$ cat config.mk
export PLATFORM = sky130hd
export DESIGN_NAME = pbs_port
export DESIGN_NICKNAME = d
export VERILOG_FILES = /design/src/pbs_pkg.sv /design/src/pbs_port.sv
export SDC_FILE = /design/constraint.sdc
export NUM_CORES = 1
export LEC_CHECK = 0
export ABC_CLOCK_PERIOD_IN_PS = 1900
export BUFFER_PORTS_ARGS = -buffer_cell sky130_fd_sc_hd__clkbuf_2
export CAP_MARGIN = 25
export CORE_ASPECT_RATIO = 1.75
export CORE_MARGIN = 2
export CORE_UTILIZATION = 30
export CTS_CLUSTER_SIZE = 8
export DETAILED_ROUTE_END_ITERATION = 8
export PLACE_DENSITY = 0.49
export SYNTH_ARGS = -nofsm -noshare
export SYNTH_HDL_FRONTEND = slang
export SYNTH_SLANG_ARGS = --single-unit
$ cat constraint.sdc
create_clock -name clk -period 1.9 [get_ports clk]
set_input_delay 0.38 -clock clk [delete_from_list [all_inputs] [get_ports clk]]
set_output_delay 0.38 -clock clk [all_outputs]
set_load 0.02 [all_outputs]
$ cat src/pbs_pkg.sv
// Constants and types shared by the pipelined burst SRAM port.
// Assumes a by-18 organisation: two byte lanes, each with one parity bit.
package pbs_pkg;

	localparam int ADDR_W = 20;
	localparam int DATA_W = 16;
	localparam int PAR_W = 2;
	localparam int LANES = 2;
	localparam int WORD_W = DATA_W + PAR_W;
	localparam int BUF_DEPTH = 2;

	localparam logic [1:0] BEAT_RST = 2'h0;
	localparam logic [1:0] BEAT_STEP = 2'h1;
	localparam logic [1:0] CNT_EMPTY = 2'h0;
	localparam logic [1:0] CNT_ONE = 2'h1;
	localparam logic [1:0] CNT_FULL = 2'h2;
	localparam logic [LANES-1:0] LANES_ALL = 2'h3;
	localparam logic [LANES-1:0] LANES_NONE = 2'h0;
	localparam logic [2:0] SYNC_RST = 3'h0;
	localparam logic MODE_RST = 1'b1;

	typedef struct packed {
		logic [ADDR_W-1:0] addr;
		logic [WORD_W-1:0] data;
		logic [LANES-1:0] lanes;
	} pbs_wr_entry_t;

	localparam pbs_wr_entry_t ENTRY_RST = '{addr: 20'h00000, data: 18'h00000, lanes: 2'h0};

	typedef struct packed {
		logic [ADDR_W-3:0] addr_hi;
		logic [1:0] start_lo;
		logic [1:0] beat;
		logic active;
		logic desel;
		logic rd_pend;
		logic [ADDR_W-1:0] rd_addr;
		logic drive;
		logic [WORD_W-1:0] dout;
		logic [2:0] sleep_sync;
		logic sleep;
		logic mode;
		logic mode_done;
		logic [1:0] cnt;
		pbs_wr_entry_t [BUF_DEPTH-1:0] ent;
	} pbs_state_t;

endpackage

$ cat src/pbs_port.sv
// Synchronous control and data port of a pipelined burst SRAM (by-18).
// Assumes the array outside answers mem_rd_addr combinationally on mem_rdata
// and drains writes through the valid/ready pair; all strobes are on clk.
//
// Functional notes
// - Sample every synchronous input on clk rising
// - Advance low steps burst counter
// - Primary select active low, joins select
// - Processor strobe ignored when primary select high
// - Second select active high, joins select
// - Third select active low; single-select ignores it
// - Output enable gates data drive asynchronously
// - First read after deselect keeps outputs off
// - Master drives advance low for next beat
// - Processor strobe loads address and counter
// - Controller strobe loads address and counter
// - Both strobes low: processor strobe wins
// - Sleep input high: low power, keep contents
// - Write data registered on clk rising
// - Read data driven one clock later
// - Mode strap: low linear, high interleaved
// - All-bytes write writes every lane
// - Byte writes need gate low, lane low
// - Two-bit wrapping burst counter, four beats
`timescale 1ns/100ps
module pbs_port #(
	parameter bit SINGLE_SEL = 1'b0
) (
	input wire logic clk,
	input wire logic rst_b,
	input wire logic [pbs_pkg::ADDR_W-1:0] addr_in,
	input wire logic chip_sel_primary_n,
	input wire logic chip_sel_second_high,
	input wire logic chip_sel_third_n,
	input wire logic cpu_addr_strobe_n,
	input wire logic ctl_addr_strobe_n,
	input wire logic burst_step_n,
	input wire logic all_bytes_write_n,
	input wire logic byte_write_gate_n,
	input wire logic [pbs_pkg::LANES-1:0] byte_lane_sel_n,
	input wire logic out_enable_n,
	input wire logic sleep_req,
	input wire logic burst_mode_sel,
	input wire logic [pbs_pkg::DATA_W-1:0] dq_in,
	output logic [pbs_pkg::DATA_W-1:0] dq_out,
	output logic dq_oe,
	input wire logic [pbs_pkg::PAR_W-1:0] parity_in,
	output logic [pbs_pkg::PAR_W-1:0] parity_out,
	output logic parity_oe,
	output logic [pbs_pkg::ADDR_W-1:0] mem_rd_addr,
	input wire logic [pbs_pkg::WORD_W-1:0] mem_rdata,
	output logic mem_wr_valid,
	input wire logic mem_wr_ready,
	output logic [pbs_pkg::ADDR_W-1:0] mem_wr_addr,
	output logic [pbs_pkg::WORD_W-1:0] mem_wr_data,
	output logic [pbs_pkg::LANES-1:0] mem_wr_lanes,
	output logic wbuf_ready,
	output logic mem_sleep
);

	pbs_pkg::pbs_state_t s_r;
	pbs_pkg::pbs_state_t s_nxt;

	logic sel_now;
	logic cpu_acc;
	logic ctl_acc;
	logic start;
	logic live;
	logic do_wr;
	logic pop;
	logic push;
	logic [1:0] beat_use;
	logic [1:0] lo_use;
	logic [1:0] slot;
	logic [pbs_pkg::ADDR_W-1:0] eff_addr;
	logic [pbs_pkg::LANES-1:0] wr_lanes;
	pbs_pkg::pbs_wr_entry_t new_ent;

	always_comb begin
		s_nxt = s_r;
		beat_use = s_r.beat;
		lo_use = 2'h0;
		slot = 2'h0;
		eff_addr = {s_r.addr_hi, 2'h0};
		wr_lanes = pbs_pkg::LANES_NONE;
		new_ent = pbs_pkg::ENTRY_RST;

		// Sleep input: third and second stage must agree before it counts
		s_nxt.sleep_sync = {s_r.sleep_sync[1:0], sleep_req};
		if (s_r.sleep_sync[1] == s_r.sleep_sync[2]) begin
			s_nxt.sleep = s_r.sleep_sync[2];
		end

		// Strap is caught once, on the first edge after reset release
		if (!s_r.mode_done) begin
			s_nxt.mode = burst_mode_sel;
			s_nxt.mode_done = 1'b1;
		end

		sel_now = !chip_sel_primary_n && chip_sel_second_high
			&& (SINGLE_SEL || !chip_sel_third_n);
		cpu_acc = !cpu_addr_strobe_n && !chip_sel_primary_n;
		ctl_acc = !ctl_addr_strobe_n && !cpu_acc;
		start = (cpu_acc || ctl_acc) && !s_r.sleep;

		if (start) begin
			s_nxt.addr_hi = addr_in[pbs_pkg::ADDR_W-1:2];
			s_nxt.start_lo = addr_in[1:0];
			s_nxt.beat = pbs_pkg::BEAT_RST;
			s_nxt.active = sel_now;
			s_nxt.desel = !sel_now;
			eff_addr = addr_in;
		end else begin
			if (s_r.active && !burst_step_n) begin
				beat_use = s_r.beat + pbs_pkg::BEAT_STEP;
				s_nxt.beat = beat_use;
			end
			if (s_r.mode) begin
				lo_use = s_r.start_lo ^ beat_use;
			end else begin
				lo_use = s_r.start_lo + beat_use;
			end
			eff_addr = {s_r.addr_hi, lo_use};
		end

		live = (start ? sel_now : s_r.active) && !s_r.sleep;

		if (!all_bytes_write_n) begin
			wr_lanes = pbs_pkg::LANES_ALL;
		end else if (!byte_write_gate_n) begin
			wr_lanes = ~byte_lane_sel_n;
		end
		do_wr = live && (wr_lanes != pbs_pkg::LANES_NONE);

		// Read pipeline: address held one clock, then data registered out
		s_nxt.rd_pend = live && !do_wr;
		s_nxt.rd_addr = eff_addr;
		if (s_r.rd_pend) begin
			s_nxt.dout = mem_rdata;
		end
		s_nxt.drive = s_r.rd_pend && !s_r.sleep;
		if (start && !sel_now) begin
			s_nxt.drive = 1'b0;
		end
		if (start && sel_now && s_r.desel) begin
			s_nxt.drive = 1'b0;
		end

		// Two-entry write buffer, head at entry 0
		new_ent.addr = eff_addr;
		new_ent.data = {parity_in, dq_in};
		new_ent.lanes = wr_lanes;
		pop = (s_r.cnt != pbs_pkg::CNT_EMPTY) && mem_wr_ready;
		slot = pop ? s_r.cnt - pbs_pkg::CNT_ONE : s_r.cnt;
		push = do_wr && (slot != pbs_pkg::CNT_FULL);
		if (pop) begin
			s_nxt.ent[0] = s_r.ent[1];
			s_nxt.ent[1] = pbs_pkg::ENTRY_RST;
		end
		if (push) begin
			s_nxt.ent[slot[0]] = new_ent;
		end
		s_nxt.cnt = slot + (push ? pbs_pkg::CNT_ONE : pbs_pkg::CNT_EMPTY);
	end

	always_ff @(posedge clk or negedge rst_b) begin
		if (!rst_b) begin
			s_r <= '{addr_hi: '0, start_lo: 2'h0, beat: pbs_pkg::BEAT_RST, active: 1'b0,
				desel: 1'b1, rd_pend: 1'b0, rd_addr: '0, drive: 1'b0, dout: '0,
				sleep_sync: pbs_pkg::SYNC_RST, sleep: 1'b0, mode: pbs_pkg::MODE_RST,
				mode_done: 1'b0, cnt: pbs_pkg::CNT_EMPTY,
				ent: {pbs_pkg::ENTRY_RST, pbs_pkg::ENTRY_RST}};
		end else begin
			s_r <= s_nxt;
		end
	end

	assign dq_out = s_r.dout[pbs_pkg::DATA_W-1:0];
	assign parity_out = s_r.dout[pbs_pkg::WORD_W-1:pbs_pkg::DATA_W];
	assign dq_oe = s_r.drive && !out_enable_n;
	assign parity_oe = s_r.drive && !out_enable_n;
	assign mem_rd_addr = s_r.rd_addr;
	assign mem_wr_valid = s_r.cnt != pbs_pkg::CNT_EMPTY;
	assign mem_wr_addr = s_r.ent[0].addr;
	assign mem_wr_data = s_r.ent[0].data;
	assign mem_wr_lanes = s_r.ent[0].lanes;
	assign wbuf_ready = s_r.cnt != pbs_pkg::CNT_FULL;
	assign mem_sleep = s_r.sleep;
endmodule // pbs_port

==> impl_metrics.env <==
export IMPL_post_synth_cell_area_avg_sq_um=11.2
export IMPL_synthCells=593
export IMPL_synth_edff_count=0
export IMPL_path_cells="inv_2, buf_4, ha_1, inv_1, clkbuf_2"
export IMPL_fill_cells=2261
export IMPL_path_clk_slew_ns=0.06
export IMPL_start_util_pct=30.3
export IMPL_via_count=4402
export IMPL_synth_top_cell_area_share_pct=56.3
export IMPL_crit_type="flip-flop to output pin"
export IMPL_dp_slack_ns=-0.146
export IMPL_drtAntennaViolNets=0
export IMPL_design_die_area_sq_mm=0.0235
export IMPL_leakagePower_uw=0.00410
export IMPL_coreArea_sq_mm=0.0220
export IMPL_yosysTopAreaCell="dfrtp_1"
export IMPL_cts_sinks=152
export IMPL_rsz0062_at_grt="false"
export IMPL_synth_xor_xnor_area_share_pct=0.788
export IMPL_setup_ws_ns=0.0990
export IMPL_cap_violations=0
export IMPL_synth_top_family_by_area="multiplexers"
export IMPL_arrival_ns=1.42
export IMPL_final_cell_mix="clkbuf_2, dfrtp_1, nand2_1"
export IMPL_h_tree_depth=4
export IMPL_finalHoldViolCount=0
export IMPL_ff2ff_setup_slack_ns=0.13
export IMPL_io_pins=155
export IMPL_routed_wl_microns=15300
export IMPL_num_nets_final=767
export IMPL_placement_io_buffers=154
export IMPL_synthMuxAreaShare_pct=12.4
export IMPL_synth_compound_area_share_pct=8.03
export IMPL_seq_area_frac_synth_pct=57.1
export IMPL_grtUsageTotal_pct=13.5
export IMPL_cts_buffer_depth=2
export IMPL_synth_distinct_cells=34
export IMPL_antennaDiodeCount=0
export IMPL_setup_viol=0
export IMPL_crit_path_start_kind="flip-flop"
export IMPL_grt_pass1_vias=4671
export IMPL_clock_fmax_ghz=0.555
export IMPL_status="complete, no violations"
export IMPL_irDropWorstVdd_mv=0.576
export IMPL_finalCritPeriodShare_pct=94.8
export IMPL_synth_simple_area_share_pct=8.71
export IMPL_p_total_uw=10700
export IMPL_place_hpwl_microns=10200
export IMPL_area_growth_pct=22.8
export IMPL_multi_input_area_sq_mm=0.00210
export IMPL_synth_main_ff_cell="dfrtp_1"
export IMPL_die_x_microns=117
export IMPL_via_per_inst=4.40
export IMPL_synthArstFlopShare_pct=100
export IMPL_wl_per_cell_microns=15.3
export IMPL_clkLatencyLatePin_ns=0.42
export IMPL_synth_area_leaders="dfrtp_1, buf_4, mux2i_1"
export IMPL_critPathMaxStageDelay_ns=0.37
export IMPL_drv_slew=0
export IMPL_grt_max_degree=55
export IMPL_globalplace_congestion=0.743
export IMPL_drc=0
export IMPL_synth_adder_area_share_pct=0.713
export IMPL_antenna_found_initial=0
export IMPL_cp_max_fo=2
export IMPL_layout_drive_gt1_share_pct=35.2
export IMPL_whs_ns=0.0675
export IMPL_max_slew_margin_rel_pct=62.0
export IMPL_cts_tree="built"
export IMPL_syn_nets=668
export IMPL_root_buffer="clkbuf_16"
export IMPL_synth_seq_cells=152
export IMPL_grt_overflow=0
export IMPL_hp_class="primary input to flip-flop"
export IMPL_grt_pass1_wl_microns=24300
export IMPL_power_density_mw_per_mm2=1300
export IMPL_final_common_cell="clkbuf_2"
export IMPL_ys_warn_count=0
export IMPL_cpMaxStageDelayCell="dfrtp_1"
export IMPL_end_kind="output pin"
export IMPL_drtIter0Drc=122
export IMPL_worst_slew_pin_slew_ns=0.571
export IMPL_rows=72
export IMPL_skew_ns=0.00784
export IMPL_drtPass1Iterations=4
export IMPL_syn_area_sq_mm=0.00667
export IMPL_post_route_min_period_ns=1.80
export IMPL_seqCellArea_sq_mm=0.00381
export IMPL_crit_required_ns=1.52
export IMPL_dieHeight_microns=201
export IMPL_cts_buffers=17
[through the flow]
stage	TNS [ns]	cells	instance area, sq um	utilization, %
finish	0	1000	8190	37.3
global route	0	1000	8190	37.3
CTS	0	996	8090	36.8
detailed placement	-7.31	961	7410	33.7
global placement	-5.23	961	7410	33.7
floorplan	0	593	6670	-
[cell usage after synthesis (2+ instances only)]
cell and count:
clkbuf_1 18, mux2_2 20, nor2_1 7, buf_2 10, dfstp_2 2, inv_1 24, nand2_1 83, nand2b_1 3
ha_1 3, and2_1 22, dfrtp_1 150, a21o_1 3, nor2b_1 3, a211oi_1 20, a21oi_1 21, buf_4 81
o21ai_1 2, nand3_1 2, o21ai_0 41, mux2i_1 60, xnor2_1 5
[kinds of logic (layout without fill, tap and decap cells)]
kind of cell    Yosys count  after routing
flops                   152            152
buf+inv                 133            244
simple gates            126            126
compound gates           91             91
mux                      80             80
xor+xnor                  6              6
fa+ha+maj                 4              4
other cells               1              1
[power breakdown]
part / total (uW) / leakage [uW] / internal [uW] / switching (uW)
Sequential: 4260 / 0.00197 / 3930 / 330
Combinational: 3030 / 0.00184 / 1200 / 1820
Clock: 3400 / 0.000287 / 2120 / 1280
[cell type report]
type	instances	share of cell area, %
flip-flops and latches	152	46.5
multi-input cells	308	25.6
repair buffers	189	15.1
clock buffers	23	5.71
well taps	296	4.52
clock inverters	8	1.48
inverters	24	1.10
[timing repair]
item | in CTS | in global routing
cloned | 1 | 2
endpoints found under the setup margin | 81 | 38
hold buffers | 1 | 0
gates resized for setup | 4 | 8
setup buffers | 2 | 2
hold endpoints to repair | 44 | 0
pin swaps | 1 | 3
[registers in the layout, indices dropped and copies added, names as in the netlist]
register	cells
dq_out	16
parity_out	2
mem_sleep	1
s_r	71
s_nxt	2
mem_wr_lanes	2
mem_wr_data	18
mem_rd_addr	20
mem_wr_addr	20
[worst max-delay path: cells and delay by family, from the launching register on]
kind                     cells  cell delay, ns
buffers and inverters        4            0.43
flip-flops                   1            0.37
adder cells (fa/ha/maj)      1            0.19
[path summary, 6_finish.rpt]
kind / from / to / depth (start not counted)
max in group asynchronous: rst_b / s_r[128] / 3
min: sleep_req / s_nxt[86] / 1
min reg2reg: s_nxt[86] / s_nxt[87] / 0
max: s_r[80] / wbuf_ready / 5
max reg2reg: s_r[80] / mem_wr_addr[18] / 9
min in group asynchronous: rst_b / mem_rd_addr[5] / 2
[metal layers]
layer	GRT usage, %	vias to the layer above	share of wire, %
met4	5.67	0	1.5
met3	3.28	14	4.5
met5	0	-	0
met2	24.0	114	54
li1	-	2078	-
met1	15.1	2196	40
No activity file was read; power rests on OpenSTA's default activity.
